<file path="src/inc/itc_defs.vh">
// Purpose: Constants for the interrupt and trap control block
// Assumes: Internal I/O addresses are 8 bits wide
// Notes:   Included by hw/itc_cpu_irq_trap.v
`ifndef ITC_DEFS_VH
`define ITC_DEFS_VH

// Internal I/O addresses
`define ITC_ADDR_VECTOR_LOW   8'h33
`define ITC_ADDR_CONTROL      8'h34

// Control register fields
`define ITC_BIT_UNDEF_FLAG    7
`define ITC_BIT_FETCH_POS     6
`define ITC_BIT_EN_LEVEL2     2
`define ITC_BIT_EN_LEVEL1     1
`define ITC_BIT_EN_LEVEL0     0

// Reset values
`define ITC_RST_VECTOR_LOW    3'h0
`define ITC_RST_VECTOR_HIGH   8'h00
`define ITC_RST_ENABLES       3'h1

// Fixed low vector codes
`define ITC_CODE_LEVEL1       5'h00
`define ITC_CODE_LEVEL2       5'h02

// Restart addresses
`define ITC_TRAP_ADDR         16'h0000
`define ITC_NMI_ADDR          16'h0066
`define ITC_MODE1_ADDR        16'h0038

// Level-0 response modes
`define ITC_MODE0             2'h0
`define ITC_MODE1             2'h1
`define ITC_MODE2             2'h2

// Source codes, priority order
`define ITC_SRC_NONE          4'h0
`define ITC_SRC_TRAP          4'h1
`define ITC_SRC_NMI           4'h2
`define ITC_SRC_LEVEL0        4'h3
`define ITC_SRC_LEVEL1        4'h4
`define ITC_SRC_LEVEL2        4'h5
`define ITC_SRC_ONCHIP0       4'h6

`endif

</file>
<file path="src/hw/itc_cpu_irq_trap.v">
// What this block does
// [RULE1] Vector low byte: bits 7-5 from vector-low register, 4-0 fixed code.
// [RULE2] Reset clears the vector-low register to zero.
// [RULE3] Vector-low at I/O 33H, written and read by internal I/O; low bits unstored.
// [RULE4] Fetching an undefined opcode sets the undefined-opcode flag, bit 7.
// [RULE5] Writing 0 clears that flag; writing 1 leaves it.
// [RULE6] Bit 6 read-only: 0 second byte trapped, 1 third byte.
// [RULE7] Control bits 2,1,0 enable level-2,1,0 inputs; 0 masks.
// [RULE8] Global enable 0 refuses all maskable sources; NMI and trap unaffected.
// [RULE9] Disable clears both enable flags; enable sets both.
// [RULE10] NMI acceptance copies global into saved, then clears global.
// [RULE11] Return-from-NMI copies saved into global; saved unchanged.
// [RULE12] Maskable acceptance clears both flags; interrupt return and trap do not.
// [RULE13] Reset clears both enable flags.
// [RULE14] Load-from-vector-high or refresh copies enable state to parity/overflow.
// [RULE15] Trap on undefined opcode in normal fetch or level-0 mode-0 acknowledge.
// [RULE16] Trap: set flag, push PC of bad opcode, restart at 0000H.
// [RULE17] No bus release, refresh, DMA or wait right after the trap state.
// [RULE18] Four external inputs; level-0 has three selectable response modes.
// [RULE19] Vector-high register is the table high byte; reset to zero.
// [RULE20] Fixed priority: trap, NMI, level 0,1,2, then eight on-chip sources.
// [RULE21] NMI falling edge; acceptance clears DMA enable, stacks PC, goes 0066H.
// [RULE22] Fixed codes: 00000 for level 1, 00010 for level 2.
// [RULE23] Register writes and flag updates take effect on the ending clock edge.
//
// Purpose: Interrupt and trap control of an 8-bit CPU core
// Assumes: Sequencer pulses instruction and accept strobes for one cycle
// Notes:   On-chip sources arrive already masked by their own peripheral registers
`timescale 1ns/1ps
`default_nettype none
`include "itc_defs.vh"

module itc_cpu_irq_trap #(
    parameter ONCHIP_COUNT = 8
) (
    // Clock and reset
    input  wire                    clk,
    input  wire                    rst,
    // External interrupt pins, active low
    input  wire                    nmiIn_n,
    input  wire                    ext_irq_level0_n,
    input  wire                    ext_irq_level1_n,
    input  wire                    ext_irq_level2_n,
    // On-chip requests, index 0 highest priority
    input  wire [ONCHIP_COUNT-1:0] onchipReq,
    // Internal I/O port
    input  wire [7:0]              ioAddr,
    input  wire [7:0]              ioWrData,
    input  wire                    internal_io_write_instr,
    input  wire                    internal_io_read_instr,
    output reg  [7:0]              ioRdData,
    // Instruction strobes from the sequencer
    input  wire                    enable_interrupts_instr,
    input  wire                    disable_interrupts_instr,
    input  wire                    return_from_nonmaskable,
    input  wire                    return_from_interrupt,
    input  wire                    load_acc_from_vector_high,
    input  wire                    load_acc_from_refresh,
    input  wire                    loadVectorHigh,
    input  wire [7:0]              accData,
    input  wire [1:0]              setMode,
    input  wire                    setModeStrobe,
    // Fetch reporting
    input  wire                    undefOpcode,
    input  wire                    undefThirdByte,
    input  wire                    ackLevel0Cycle,
    // Acceptance handshake
    input  wire                    acceptStrobe,
    // Outputs to the sequencer
    output reg                     irqPending,
    output reg  [3:0]              irqSource,
    output reg  [15:0]             vectorAddr,
    output reg                     vectorIsTable,
    output reg                     trapRequest,
    output reg                     trap_state,
    output reg                     trapNoInsert,
    output reg                     parityFromEnable,
    output reg                     parityStrobe,
    output reg                     dmaMainEnableClear,
    output reg                     global_irq_enable,
    output reg                     saved_irq_enable,
    output reg  [7:0]              vectorHigh,
    output reg  [1:0]              level0Mode
);

    ////////////////////////////////////////////////////////////////////////
    // Pin synchronisers
    // Pins idle high, so reset loads ones and no false request follows reset
    reg  [3:0] pinMeta;
    reg  [3:0] pinSync;
    reg        nmiPrev;
    reg        nmiLatched;

    always @(posedge clk) begin
        if (rst) begin
            pinMeta <= 4'hf;
            pinSync <= 4'hf;
        end else begin
            pinMeta <= {nmiIn_n, ext_irq_level2_n, ext_irq_level1_n, ext_irq_level0_n};
            pinSync <= pinMeta;
        end
    end

    // [RULE21] NMI edge latch
    // The edge is held until accepted, so short pulses are not lost
    always @(posedge clk) begin
        if (rst) begin
            nmiPrev    <= 1'b1;
            nmiLatched <= 1'b0;
        end else begin
            nmiPrev <= pinSync[3];
            if (nmiPrev && !pinSync[3])
                nmiLatched <= 1'b1;
            else if (acceptStrobe && irqSource == `ITC_SRC_NMI)
                nmiLatched <= 1'b0;
        end
    end

    ////////////////////////////////////////////////////////////////////////
    // Registers
    reg  [2:0] vectorLowBase;    // vector_low_base bits 7-5
    reg        undefFlag;
    reg        fetchBytePos;
    reg  [2:0] extEnable;        // level2, level1, level0

    // [RULE23] Writes land on the edge ending the I/O cycle
    // Decoded straight from the strobe, so a read issued right after a write
    // already sees the new value one edge later
    wire wrVecLow  = internal_io_write_instr && ioAddr == `ITC_ADDR_VECTOR_LOW;
    wire wrControl = internal_io_write_instr && ioAddr == `ITC_ADDR_CONTROL;

    // [RULE15] Trap causes
    // Level-0 mode-0 acknowledge fetches an instruction, so it can trap too
    wire trapEvent = undefOpcode &&
                     (!ackLevel0Cycle || level0Mode == `ITC_MODE0);

    // [RULE2] [RULE3] Vector-low storage, only bits 7-5 kept
    always @(posedge clk) begin
        if (rst)
            vectorLowBase <= `ITC_RST_VECTOR_LOW;
        else if (wrVecLow)
            vectorLowBase <= ioWrData[7:5];
    end

    // [RULE19] Vector-high register
    always @(posedge clk) begin
        if (rst)
            vectorHigh <= `ITC_RST_VECTOR_HIGH;
        else if (loadVectorHigh)
            vectorHigh <= accData;
    end

    // [RULE18] Level-0 mode select, mode 0 after reset
    always @(posedge clk) begin
        if (rst)
            level0Mode <= `ITC_MODE0;
        else if (setModeStrobe && setMode != 2'h3)
            level0Mode <= setMode;
    end

    // [RULE4] [RULE5] Undefined-opcode flag
    // Set wins over a simultaneous software clear
    always @(posedge clk) begin
        if (rst)
            undefFlag <= 1'b0;
        else if (trapEvent)
            undefFlag <= 1'b1;
        else if (wrControl && !ioWrData[`ITC_BIT_UNDEF_FLAG])
            undefFlag <= 1'b0;
    end

    // [RULE6] Fetch byte position, hardware only
    always @(posedge clk) begin
        if (rst)
            fetchBytePos <= 1'b0;
        else if (trapEvent)
            fetchBytePos <= undefThirdByte;
    end

    // [RULE7] Per-input enables
    always @(posedge clk) begin
        if (rst)
            extEnable <= `ITC_RST_ENABLES;
        else if (wrControl)
            extEnable <= ioWrData[2:0];
    end

    // [RULE3] Read back; unstored bits read zero
    always @(posedge clk) begin
        if (rst)
            ioRdData <= 8'h00;
        else if (internal_io_read_instr && ioAddr == `ITC_ADDR_VECTOR_LOW)
            ioRdData <= {vectorLowBase, 5'h00};
        else if (internal_io_read_instr && ioAddr == `ITC_ADDR_CONTROL)
            ioRdData <= {undefFlag, fetchBytePos, 3'h0, extEnable};
        else
            ioRdData <= 8'h00;
    end

    ////////////////////////////////////////////////////////////////////////
    // Priority resolution
    // [RULE8] Maskable sources gated by global enable
    wire lvl0Req = !pinSync[0] && extEnable[`ITC_BIT_EN_LEVEL0] && global_irq_enable;
    wire lvl1Req = !pinSync[1] && extEnable[`ITC_BIT_EN_LEVEL1] && global_irq_enable;
    wire lvl2Req = !pinSync[2] && extEnable[`ITC_BIT_EN_LEVEL2] && global_irq_enable;
    wire [ONCHIP_COUNT-1:0] chipReq = onchipReq & {ONCHIP_COUNT{global_irq_enable}};

    reg  [3:0]  next_source;
    reg  [4:0]  chipCode;
    reg  [15:0] next_vector;
    reg         next_table;
    integer     k;

    // [RULE20] Fixed priority encoder
    // Loop runs downward so the lowest index, the highest priority, wins last
    always @* begin
        next_source = `ITC_SRC_NONE;
        chipCode    = 5'h00;
        for (k = ONCHIP_COUNT - 1; k >= 0; k = k - 1) begin
            if (chipReq[k]) begin
                next_source = `ITC_SRC_ONCHIP0 + k[3:0];
                chipCode    = 5'h04 + {k[2:0], 1'b0} + {4'h0, k[3]};
            end
        end
        if (lvl2Req)
            next_source = `ITC_SRC_LEVEL2;
        if (lvl1Req)
            next_source = `ITC_SRC_LEVEL1;
        if (lvl0Req)
            next_source = `ITC_SRC_LEVEL0;
        if (nmiLatched)
            next_source = `ITC_SRC_NMI;
    end

    // [RULE1] [RULE22] Vector address forming
    always @* begin
        next_vector = 16'h0000;
        next_table  = 1'b0;
        case (next_source)
            `ITC_SRC_NMI:
                next_vector = `ITC_NMI_ADDR;
            `ITC_SRC_LEVEL0: begin
                next_vector = (level0Mode == `ITC_MODE1) ? `ITC_MODE1_ADDR : {vectorHigh, 8'h00};
                next_table  = (level0Mode == `ITC_MODE2);
            end
            `ITC_SRC_LEVEL1: begin
                next_vector = {vectorHigh, vectorLowBase, `ITC_CODE_LEVEL1};
                next_table  = 1'b1;
            end
            `ITC_SRC_LEVEL2: begin
                next_vector = {vectorHigh, vectorLowBase, `ITC_CODE_LEVEL2};
                next_table  = 1'b1;
            end
            `ITC_SRC_NONE: begin
                next_vector = 16'h0000;
                next_table  = 1'b0;
            end
            default: begin
                // [RULE19] High byte from vector-high
                next_vector = {vectorHigh, vectorLowBase, chipCode};
                next_table  = 1'b1;
            end
        endcase
    end

    // Registered request to the sequencer
    // Accepted source is dropped at once so one strobe cannot retire two sources
    always @(posedge clk) begin
        if (rst) begin
            irqPending    <= 1'b0;
            irqSource     <= `ITC_SRC_NONE;
            vectorAddr    <= 16'h0000;
            vectorIsTable <= 1'b0;
        end else begin
            irqPending    <= (next_source != `ITC_SRC_NONE) && !acceptStrobe;
            irqSource     <= acceptStrobe ? `ITC_SRC_NONE : next_source;
            vectorAddr    <= next_vector;
            vectorIsTable <= next_table;
        end
    end

    ////////////////////////////////////////////////////////////////////////
    // [RULE16] [RULE17] Trap sequencing
    // Trap outranks all sources; restart address is 0000H
    // Stacking the PC and the restart belong to the sequencer; this block only
    // flags the trap and marks the cycle that must not be stretched
    always @(posedge clk) begin
        if (rst) begin
            trapRequest  <= 1'b0;
            trap_state   <= 1'b0;
            trapNoInsert <= 1'b0;
        end else begin
            trapRequest  <= trapEvent;
            trap_state   <= trapRequest;
            trapNoInsert <= trapRequest;  // Blocks inserted cycles after trap state
        end
    end

    ////////////////////////////////////////////////////////////////////////
    // Enable flags
    wire acceptNmi      = acceptStrobe && irqSource == `ITC_SRC_NMI;
    wire acceptMaskable = acceptStrobe && irqSource >= `ITC_SRC_LEVEL0;

    // [RULE9] [RULE10] [RULE11] [RULE12] [RULE13] Flag updates
    // Interrupt return and trap leave both flags untouched
    always @(posedge clk) begin
        if (rst) begin
            global_irq_enable <= 1'b0;
            saved_irq_enable  <= 1'b0;
        end else if (acceptNmi) begin
            saved_irq_enable  <= global_irq_enable;
            global_irq_enable <= 1'b0;
        end else if (acceptMaskable || disable_interrupts_instr) begin
            global_irq_enable <= 1'b0;
            saved_irq_enable  <= 1'b0;
        end else if (enable_interrupts_instr) begin
            global_irq_enable <= 1'b1;
            saved_irq_enable  <= 1'b1;
        end else if (return_from_nonmaskable) begin
            global_irq_enable <= saved_irq_enable;
        end
    end

    // [RULE14] Enable state to parity/overflow, global flag taken
    // [RULE21] DMA main enable cleared on NMI acceptance
    always @(posedge clk) begin
        if (rst) begin
            parityFromEnable   <= 1'b0;
            parityStrobe       <= 1'b0;
            dmaMainEnableClear <= 1'b0;
        end else begin
            parityStrobe       <= load_acc_from_vector_high || load_acc_from_refresh;
            dmaMainEnableClear <= acceptNmi;
            if (load_acc_from_vector_high || load_acc_from_refresh)
                parityFromEnable <= global_irq_enable;
        end
    end

    // return_from_interrupt intentionally has no effect on the flags
    wire unusedReti = return_from_interrupt;

endmodule // itc_cpu_irq_trap
`default_nettype wire

</file>
<file path="config.mk">
export PLATFORM = sky130hd
export DESIGN_NAME = itc_cpu_irq_trap
export DESIGN_NICKNAME = d
export VERILOG_FILES = /design/src/hw/itc_cpu_irq_trap.v
export VERILOG_INCLUDE_DIRS = /design/src /design/src/inc
export SDC_FILE = /design/constraint.sdc
export NUM_CORES = 1
export LEC_CHECK = 0
export ABC_AREA = 1
export BUFFER_PORTS_ARGS = -buffer_cell sky130_fd_sc_hd__buf_4
export CAP_MARGIN = 20
export CELL_PAD_IN_SITES_DETAIL_PLACEMENT = 0
export CELL_PAD_IN_SITES_GLOBAL_PLACEMENT = 1
export CORE_ASPECT_RATIO = 2
export CORE_UTILIZATION = 37
export CTS_BUF_LIST = sky130_fd_sc_hd__clkbuf_8
export CTS_CLUSTER_DIAMETER = 50
export DETAILED_ROUTE_END_ITERATION = 8
export PLACE_DENSITY = 0.87
export SYNTH_ARGS = -nofsm -noshare
export SYNTH_HDL_FRONTEND = slang
export SYNTH_SLANG_ARGS = --single-unit
</file>
<file path="constraint.sdc">
create_clock -name clk -period 4.2 [get_ports clk]
set_input_delay 0.21 -clock clk [delete_from_list [all_inputs] [get_ports clk]]
set_output_delay 0.21 -clock clk [all_outputs]
set_load 0.05 [all_outputs]
</file>
==> flow_summary.ini, run 1 <==
[run_status]
status = complete, no violations

[setup_path]
cp_data_required_time_ns = 4.43
path_cells = nand2_1 -> nand2_1 -> nor2_2 -> nand2_2 -> clkinv_2 -> o21ai_4 -> nand2_2 -> clkinv_2 -> nand2_4 -> nand3_1 -> inv_1
end_kind = flop
critPathSlowestCell = sky130_fd_sc_hd__dfxtp_1
max_stage_delay_ns = 0.67
setup.reg_to_reg.worst_slack_ns = 2.27
path_class = reg2reg
worstSetupStartpointType = flop
worst_ep_arrival_time_ns = 2.16
worst_r2r_path_depth = 11
path_max_fanout = 13

[yosys]
post_synthesis_mean_instance_area_um2 = 8.20
synth.area.top_cells = sky130_fd_sc_hd__dfxtp_1 (53%), sky130_fd_sc_hd__nor2_1 (7.3%), sky130_fd_sc_hd__inv_1 (6.7%), sky130_fd_sc_hd__nand2_1 (4.9%), sky130_fd_sc_hd__o21ai_0 (3.8%)
syn-instance-count = 287
mappedNetlistArea_um2 = 2350
synth-seq-cells = 62
proportion_of_synthesized_chip_area_in_sequential_cells = 0.527
synth-xor-area-share = 0
synth.mux.area_fraction = 0
synthDominantCellAreaShare = 0.527
number_of_flops_mapped_to_enable_cells_by_yosys = 0
library_cell_with_the_highest_instance_count_after_synthesis = sky130_fd_sc_hd__dfxtp_1
synthDistinctLibCells = 34
dominant_combinational_cell_family_by_area_after_synthesis = simple AND/OR/NAND/NOR gates
synth-main-ff-cell = sky130_fd_sc_hd__dfxtp_1
yosys_warnings = 0
synth_compound_gate_area_share = 0.121
yosys.area.top_type = sky130_fd_sc_hd__dfxtp_1
post_synth_fa_ha_maj_area_fraction = 0
synth_top_cells_by_count = sky130_fd_sc_hd__dfxtp_1 (62), sky130_fd_sc_hd__nor2_1 (46), sky130_fd_sc_hd__inv_1 (42)
postSynth.asyncResetShare = 0
synth_simple_gate_area_frac = 0.247

[timing]
finalHoldViolCount = 0
fin_crit_sh = 0.459
fin_worst_hold_slack_ns = 0.0614
report.final.slew_viol_count = 0
finalSetupViolations = 0
setup-tns-final_ns = 0
clock_skews_ns = 0.00816
worst_slew_margin_rel = 0.550
grt_setup_unrepaired = no
tightest_slew_ns = 0.671
achievable-frequency_mhz = 518
fin_crit_ns = 1.93

[global_routing]
antenna_violations_before_repair = 0
groute.layer.met2.usage = 0.312
grt_use_met1 = 0.150
met3_track_usage_gr = 0.0562
vias_in_the_first_global_route = 1940
grt_max_degree = 30
grt_first_pass_wirelength_mm = 8.28
grt-busiest-layer = met2
global_route.usage.total = 0.169
gr-total-overflow = 0

[clocking]
cts_root_buf = sky130_fd_sc_hd__clkbuf_8
post_cts.resized_instances = 0
clk_pin_slew_ns = 0.07
cts_tree = done
post-cts-setup-buffer-count = 0
clock_insertion_delay_worst_skew_ns = 0.34
tritoncts_num_sinks = 62
hold_buffers = 0
h_tree_level_count = 3
number_of_buffers_created_by_cts = 9
clock_tree.buffer_depth = 2

[detailed_routing]
1st_pass_router_iterations = 4
vias_per_cell = 4.43
postRouteAntennaNets = 0
route.final.wire_length_mm = 5.40
routed_wire_length_per_instance_um = 11.4
dr.first_iter.drc_count = 53
drt_drc_violations_left = 0
via_count = 2098

[hold_path]
hold_class = in2reg
timing.hold.worst_path_depth = 2

[finish]
layout-drive-gt1-share = 0.356
count_of_nets_after_finishing = 439
area_growth_pct = 42.2
fill_cells = 602
n_antenna_cell = 0

[placed_design]
gp_congestion = 0.788
hpwl_mm = 4.19
place.port_buffers = 95

[die]
floorplan.initialDensity = 0.389
design.die.area_um2 = 6700
vertical_extent_of_the_die_um = 115
rows = 40
standard_cell_core_area_um2 = 6060
die_width_um = 58.4
number_of_placed_i_o_pins = 102

[power_and_ir_drop]
power_per_cell_area_nw_per_um2 = 435
power.ir.vdd_worst_uv = 262
power.static_leakage_nw = 1.68

[flow_run]
cap_viol_max_count = 0
-- worst paths after layout --
| path | start | endpoint |
|---|---|---|
| setup reg to reg | global_irq_enable$_SDFFE_PP0P_ | vectorAddr[11]$_SDFF_PP0_ |
| hold reg to reg | pinMeta[0]$_SDFF_PP1_ | pinSync[0]$_SDFF_PP1_ |
| hold / removal | nmiIn_n | pinMeta[3]$_SDFF_PP1_ |
| setup / recovery | global_irq_enable$_SDFFE_PP0P_ | vectorAddr[11]$_SDFF_PP0_ |
-- registers in the layout, indices dropped and copies added (netlist names), 3 cells and up --
name	flops
ioRdData	6
pinSync	4
extEnable	3
vectorAddr	15
irqSource	4
vectorLowBase	3
pinMeta	4
vectorHigh	8
-- critical path: cells and delay by family, from the launching register on --
family                 cells  cell delay (ns)
AOI/OAI and AO/OA          1             0.19
buffers and inverters      3             0.26
DFF                        1             0.67
and+or+nand+nor            7             0.69
-- per-stage QoR --
stage | cell area, um2 | instances | power (mW) | worst slack (ns) | util
after floorplan | 2360 | 289 | 0.790 | 2.40 | -
after global placement | 3110 | 458 | 0.872 | 2.30 | 0.514
after detailed placement | 3110 | 458 | 0.874 | 2.28 | 0.514
after global routing | 3350 | 474 | 1.51 | 2.10 | 0.552
final | 3350 | 474 | 1.46 | 2.27 | 0.552
after CTS | 3350 | 474 | 1.47 | 2.26 | 0.552
-- layout make-up --
| cell class | count | area (um2) | share of cell area |
|---|---|---|---|
| Sequential cell | 62 | 1240 | 0.371 |
| Clock inverter | 4 | 68.8 | 0.0206 |
| Multi-Input combinational cell | 171 | 877 | 0.262 |
| Timing Repair Buffer | 95 | 713 | 0.213 |
| Inverter | 46 | 175 | 0.0524 |
| Tap cell | 84 | 105 | 0.0314 |
| Clock buffer | 12 | 165 | 0.0494 |
-- per-layer routing --
layer  wire, um  part of all wire
met1       1970              0.36
met2       2980              0.55
met3        311             0.058
met4        143             0.026
met5          0                 0
-- report_power, final --
part           switching [mW]  total, mW  leakage (nW)  internal [mW]
registers              0.0147      0.629         0.507          0.614
clock network           0.216      0.596         0.124          0.380
logic                   0.150      0.232          1.05         0.0820
total                   0.381       1.46          1.68           1.08
-- logic make-up (layout without fill, tap and decap cells) --
group	count (synthesis)	in the layout
AO/OA/AOI/OAI	45	45
AND/OR/NAND/NOR	123	123
other	1	3
flip-flops	62	62
buffers and inverters	56	157
-- placed cells by master (no fill, tap or decap), types with 2 or more instances in the layout --
| cell | count |
|---|---|
| sky130_fd_sc_hd__o22ai_1 | 3 |
| sky130_fd_sc_hd__a21oi_1 | 10 |
| sky130_fd_sc_hd__or2_2 | 9 |
| sky130_fd_sc_hd__nor2_2 | 2 |
| sky130_fd_sc_hd__nor3_1 | 3 |
| sky130_fd_sc_hd__o21ai_2 | 2 |
| sky130_fd_sc_hd__bufinv_16 | 2 |
| sky130_fd_sc_hd__conb_1 | 3 |
| sky130_fd_sc_hd__nand2_4 | 2 |
| sky130_fd_sc_hd__nand4_1 | 2 |
| sky130_fd_sc_hd__clkinv_2 | 3 |
| sky130_fd_sc_hd__buf_4 | 95 |
| sky130_fd_sc_hd__o21ai_0 | 18 |
| sky130_fd_sc_hd__clkbuf_8 | 12 |
| sky130_fd_sc_hd__nand2_2 | 5 |
| sky130_fd_sc_hd__a211oi_1 | 6 |
| sky130_fd_sc_hd__nand3_1 | 16 |
| sky130_fd_sc_hd__inv_1 | 43 |
| sky130_fd_sc_hd__nor4_1 | 3 |
| sky130_fd_sc_hd__nor2_1 | 46 |
| sky130_fd_sc_hd__nand2_1 | 31 |
| sky130_fd_sc_hd__dfxtp_1 | 62 |
Note: power is estimated with default switching activity, not from simulation.
==> run 2, diff against run 1 <==
--- a/config.mk
+++ b/config.mk
@@ -12,11 +12,11 @@
 export CELL_PAD_IN_SITES_DETAIL_PLACEMENT = 0
 export CELL_PAD_IN_SITES_GLOBAL_PLACEMENT = 1
 export CORE_ASPECT_RATIO = 2
-export CORE_UTILIZATION = 37
+export CORE_UTILIZATION = 34
 export CTS_BUF_LIST = sky130_fd_sc_hd__clkbuf_8
 export CTS_CLUSTER_DIAMETER = 50
 export DETAILED_ROUTE_END_ITERATION = 8
-export PLACE_DENSITY = 0.87
+export PLACE_DENSITY = 0.81
 export SYNTH_ARGS = -nofsm -noshare
 export SYNTH_HDL_FRONTEND = slang
 export SYNTH_SLANG_ARGS = --single-unit
==> constraint.sdc (replaced) <==
create_clock -name clk -period 1.95 [get_ports clk]
set_input_delay 0.0975 -clock clk [delete_from_list [all_inputs] [get_ports clk]]
set_output_delay 0.0975 -clock clk [all_outputs]
set_load 0.05 [all_outputs]
==> run 2 against run 1 <==
  * Combinational power increased by 130%
  * Critical path depth unchanged
  * Flip-flop and latch count unchanged
  * Non-clock buffer count increased by 19
  * Utilization decreased by 2.2 points
  * Largest cell class unchanged
  * Largest power group is now clock
  * Highest routed layer unchanged
==> flow_summary.ini, run 2 (synthesis results as in run 1) <==
[finish]
final-seq-area_um2 = 1240
largest_registers = vectorAddr x15, vectorHigh x8, ioRdData x6
area_used_by_multi_input_combinational_logic_um2 = 877
area_growth_pct = 50.6
layout.cells.most_common_list = sky130_fd_sc_hd__buf_4 (99), sky130_fd_sc_hd__dfxtp_1 (62), sky130_fd_sc_hd__nor2_1 (46), sky130_fd_sc_hd__inv_1 (42), sky130_fd_sc_hd__nand2_1 (31)
count_of_nets_after_finishing = 458
n_antenna_cell = 0
mostFrequentLayoutCell = sky130_fd_sc_hd__buf_4
largest_register_ffs = 15
regMostFlops = vectorAddr
fill_cells = 661
layout-drive-gt1-share = 0.352

[clocking]
tritoncts_num_sinks = 62
clk_pin_slew_ns = 0.07
number_of_buffers_created_by_cts = 9
hold_buffers = 15
cts_root_buf = sky130_fd_sc_hd__clkbuf_8
h_tree_level_count = 3
post-cts-setup-buffer-count = 0
clock_tree.buffer_depth = 2
post_cts.resized_instances = 0
cts_tree = done
clock_insertion_delay_worst_skew_ns = 0.34

[setup_path]
worst_r2r_path_depth = 11
timing.rr.start = global_irq_enable$_SDFFE_PP0P_
worst_ep_arrival_time_ns = 1.92
rr_endpoint = vectorAddr[15]$_SDFF_PP0_
path_max_fanout = 9
path_class = reg2reg
end_kind = flop
setup.reg_to_reg.worst_slack_ns = 0.27
startpoint = global_irq_enable$_SDFFE_PP0P_
cp_data_required_time_ns = 2.19
worstSetupStartpointType = flop

[global_routing]
grt_first_pass_wirelength_mm = 9.29
grt_max_degree = 29
antenna_violations_before_repair = 0
gr-total-overflow = 0
vias_in_the_first_global_route = 2147
global_route.usage.total = 0.175

[hold_path]
hold_class = in2reg
min_delay_worst_endpoint = undefFlag$_SDFFE_PP0P_
timing.hold.worst_path_depth = 3
min-delay-start = ioWrData[7]

[die]
rows = 42
standard_cell_core_area_um2 = 6670
number_of_placed_i_o_pins = 102
floorplan.initialDensity = 0.353
design.die.area_um2 = 7280
vertical_extent_of_the_die_um = 120
die_width_um = 60.8

[detailed_routing]
postRouteAntennaNets = 0
via_count = 2218
drt_drc_violations_left = 0
route.final.wire_length_mm = 5.74
dr.first_iter.drc_count = 49
1st_pass_router_iterations = 4
routed_wire_length_per_instance_um = 11.6
vias_per_cell = 4.46

[placed_design]
pre_cts_ws_ns = 0.295
place.port_buffers = 95
hpwl_mm = 4.36
gp_congestion = 0.790

[timing]
layout_setup_ws_ns = 0.273
clock_skews_ns = 0.00748
achievable-frequency_mhz = 596
grt_setup_unrepaired = no
finalSetupViolations = 0
fin_crit_ns = 1.68
fin_crit_sh = 0.860
finalHoldViolCount = 0
report.final.slew_viol_count = 0
setup-tns-final_ns = 0

[power_and_ir_drop]
power.ir.vdd_worst_uv = 658
power_per_cell_area_nw_per_um2 = 917
power.static_leakage_nw = 1.77

[flow_run]
cap_viol_max_count = 0

[run_status]
status = complete, no violations
## run 2: cell count changes in the layout (fill, tap and decap cells not counted)
cell	delta
sky130_fd_sc_hd__dlygate4sd3_1	+15
sky130_fd_sc_hd__buf_4	+4
sky130_fd_sc_hd__clkbuf_8	-2
sky130_fd_sc_hd__bufinv_16	+1
sky130_fd_sc_hd__clkinv_2	+1
sky130_fd_sc_hd__clkinv_4	+1
sky130_fd_sc_hd__inv_1	-1
## run 2: where the power goes
group	internal [mW]	switching, mW	leakage [nW]
combinational	0.201	0.335	1.13
sequential	1.32	0.0271	0.507
clock	0.881	0.482	0.126
total	2.40	0.845	1.77
## run 2: worst max-delay path, cell delays in order, from the launching register on
cell	delay, ns
sky130_fd_sc_hd__dfxtp_1	0.31
sky130_fd_sc_hd__buf_4	0.17
sky130_fd_sc_hd__nand2_1	0.08
sky130_fd_sc_hd__nand2_1	0.09
sky130_fd_sc_hd__nor2_2	0.14
sky130_fd_sc_hd__inv_1	0.08
sky130_fd_sc_hd__o211ai_2	0.23
sky130_fd_sc_hd__nand2_2	0.11
sky130_fd_sc_hd__clkinv_2	0.12
sky130_fd_sc_hd__nand2_4	0.10
sky130_fd_sc_hd__nand3_1	0.11
sky130_fd_sc_hd__inv_1	0.04
## run 2: area by class of cell
type	count	share of cell area
Sequential cell	62	0.350
Clock inverter	6	0.0307
Clock buffer	10	0.0388
Multi-Input combinational cell	171	0.248
Inverter	46	0.0494
Timing Repair Buffer	114	0.252
Tap cell	88	0.0311
## run 2: worst max-delay path by stage
stage,cells after the start,slack [ns],end
2_1_floorplan,12,0.15,vectorAddr[5]$_SDFF_PP0_
3_3_place_gp,11,0.32,vectorAddr[5]$_SDFF_PP0_
5_1_grt,11,0.11,vectorAddr[15]$_SDFF_PP0_
4_1_cts,11,0.27,vectorAddr[5]$_SDFF_PP0_
6_report,11,0.27,vectorAddr[15]$_SDFF_PP0_
3_5_place_dp,11,0.30,vectorAddr[5]$_SDFF_PP0_
## run 2: routing by layer
layer | vias up | share of wire | global-route usage
li1 | 1134 | - | -
met1 | 1000 | 0.34 | 0.157
met2 | 68 | 0.57 | 0.323
met3 | 16 | 0.054 | 0.0528
met4 | 0 | 0.034 | 0.0952
met5 | - | 0 | 0
## run 2: stage by stage
step,hold slack [ns],area [um2],util,power (mW),std cells
5_1_grt,0.0220,3540,0.531,3.37,497
6_report,0.0198,3540,0.531,3.25,497
2_1_floorplan,0.201,2360,-,1.70,289
3_3_place_gp,0.286,3150,0.472,1.89,466
3_5_place_dp,0.287,3150,0.472,1.89,466
4_1_cts,0.00850,3540,0.531,3.28,497
==> run 3, diff against run 2 <==
--- a/config.mk
+++ b/config.mk
@@ -12,6 +12,7 @@
 export CELL_PAD_IN_SITES_DETAIL_PLACEMENT = 0
 export CELL_PAD_IN_SITES_GLOBAL_PLACEMENT = 1
 export CORE_ASPECT_RATIO = 2
+export CORE_MARGIN = 3
 export CORE_UTILIZATION = 34
 export CTS_BUF_LIST = sky130_fd_sc_hd__clkbuf_8
 export CTS_CLUSTER_DIAMETER = 50
==> run 3 against run 2 <==
  * Setup slack gained 0.0080 ns
  * Wire length up 3.8%
  * Cell count shrank 0.40%
  * Fmax up 0.48%
  * Largest cell class unchanged
==> flow_summary.ini, run 3 (synthesis results as in run 1) <==
[clocking]
number_of_buffers_created_by_cts = 9
clk_pin_slew_ns = 0.06
clock_insertion_delay_worst_skew_ns = 0.33
h_tree_level_count = 3
clock_tree.buffer_depth = 2
cts_root_buf = sky130_fd_sc_hd__clkbuf_8
cts_tree = done
post_cts.resized_instances = 0
tritoncts_num_sinks = 62

[timing]
finalSetupViolations = 0
layout_setup_ws_ns = 0.281
finalHoldViolCount = 0
report.final.slew_viol_count = 0
fin_crit_ns = 1.67
achievable-frequency_mhz = 599
grt_setup_unrepaired = no
clock_skews_ns = 0.00719
fin_crit_sh = 0.856
setup-tns-final_ns = 0

[placed_design]
pre_cts_ws_ns = 0.268
place.port_buffers = 95
hpwl_mm = 4.53
placed_cells = 465
gp_congestion = 0.841

[global_routing]
vias_in_the_first_global_route = 2213
gr-total-overflow = 0
grt_first_pass_wirelength_mm = 9.76
global_route.usage.total = 0.162
grt_max_degree = 29
antenna_violations_before_repair = 0

[setup_path]
worstSetupStartpointType = flop
path_max_fanout = 13
end_kind = flop
path_class = reg2reg
worst_ep_arrival_time_ns = 1.90
startpoint = global_irq_enable$_SDFFE_PP0P_
cp_data_required_time_ns = 2.18
timing.rr.start = global_irq_enable$_SDFFE_PP0P_

[hold_path]
hold_class = in2reg
min-delay-start = undefThirdByte

[power_and_ir_drop]
power.static_leakage_nw = 1.74
power_per_cell_area_nw_per_um2 = 826
power.ir.vdd_worst_uv = 434

[finish]
post_layout_nonfiller_instances = 495
regMostFlops = vectorAddr
n_antenna_cell = 0
largest_registers = vectorAddr x15, vectorHigh x8, ioRdData x6
finalCoreUtilization = 0.520
mostFrequentLayoutCell = sky130_fd_sc_hd__buf_4
largest_register_ffs = 15
layout-drive-gt1-share = 0.344
layout.cells.most_common_list = sky130_fd_sc_hd__buf_4 (98), sky130_fd_sc_hd__dfxtp_1 (62), sky130_fd_sc_hd__nor2_1 (46), sky130_fd_sc_hd__inv_1 (43), sky130_fd_sc_hd__nand2_1 (31)
count_of_nets_after_finishing = 458
fill_cells = 688
area_growth_pct = 47.6

[detailed_routing]
routed_wire_length_per_instance_um = 12.0
1st_pass_router_iterations = 4
route.final.wire_length_mm = 5.96
postRouteAntennaNets = 0
dr.first_iter.drc_count = 59
via_count = 2163
drt_drc_violations_left = 0
vias_per_cell = 4.37

[die]
rows = 42
die_width_um = 64.8
design.die.area_um2 = 8020
standard_cell_core_area_um2 = 6670
floorplan.initialDensity = 0.353
vertical_extent_of_the_die_um = 124
number_of_placed_i_o_pins = 102

[flow_run]
cap_viol_max_count = 0

[run_status]
status = complete, no violations
[run 3: path summary, 6_finish.rpt]
kind                            cells past startpoint  slack (ns)                        end
worst max-delay path                               11        0.28   vectorAddr[5]$_SDFF_PP0_
worst max register to register                     11        0.28   vectorAddr[5]$_SDFF_PP0_
worst min-delay path                                3        0.04  fetchBytePos$_SDFFE_PP0P_
worst min register to register                      1        0.41      pinSync[1]$_SDFF_PP1_
[run 3: cell type report]
class	instances	area [um2]	share of cell area
Clock buffer	12	165	0.0476
Clock inverter	2	8.76	0.00252
Inverter	46	175	0.0504
Multi-Input combinational cell	171	877	0.253
Sequential cell	62	1240	0.357
Tap cell	88	110	0.0317
Timing Repair Buffer	114	896	0.258
[run 3: worst max-delay path, stage by stage, from the launching register on]
cell and delay, ns:
sky130_fd_sc_hd__dfxtp_1 0.29, sky130_fd_sc_hd__buf_4 0.18, sky130_fd_sc_hd__nand2_1 0.10, sky130_fd_sc_hd__nand2_1 0.09, sky130_fd_sc_hd__nor2_2 0.14, sky130_fd_sc_hd__inv_1 0.07
sky130_fd_sc_hd__o211ai_2 0.22, sky130_fd_sc_hd__nand2_2 0.12, sky130_fd_sc_hd__clkinv_2 0.11, sky130_fd_sc_hd__o21ai_2 0.05, sky130_fd_sc_hd__o21ai_1 0.14, sky130_fd_sc_hd__inv_1 0.05
[run 3: power by group]
part / internal (mW) / leakage [nW] / total (mW) / switching [mW]
combinational: 0.201 / 1.13 / 0.534 / 0.333
clock: 0.544 / 0.0955 / 0.986 / 0.442
sequential: 1.32 / 0.507 / 1.35 / 0.0264
total: 2.07 / 1.74 / 2.87 / 0.802
[run 3: repair_timing]
item,4_1_cts,5_1_grt
hold endpoints to repair,15,0
hold buffers,16,0
setup buffers,0,0
[run 3: metrics by stage]
| step | hold WS, ns | power (mW) | area, um2 |
|---|---|---|---|
| global placement | 0.287 | 1.89 | 3140 |
| CTS | 0.0301 | 2.91 | 3470 |
| global route | 0.0475 | 3.02 | 3470 |
| finish | 0.0442 | 2.87 | 3470 |
| floorplan | 0.201 | 1.70 | 2360 |
| detailed placement | 0.288 | 1.89 | 3140 |
[run 3: per-layer routing]
layer,global-route usage,share of wire,vias up
met5,0,0,-
met4,0.0834,0.027,0
met3,0.0478,0.057,12
met2,0.295,0.55,65
met1,0.163,0.36,953
li1,-,-,1133
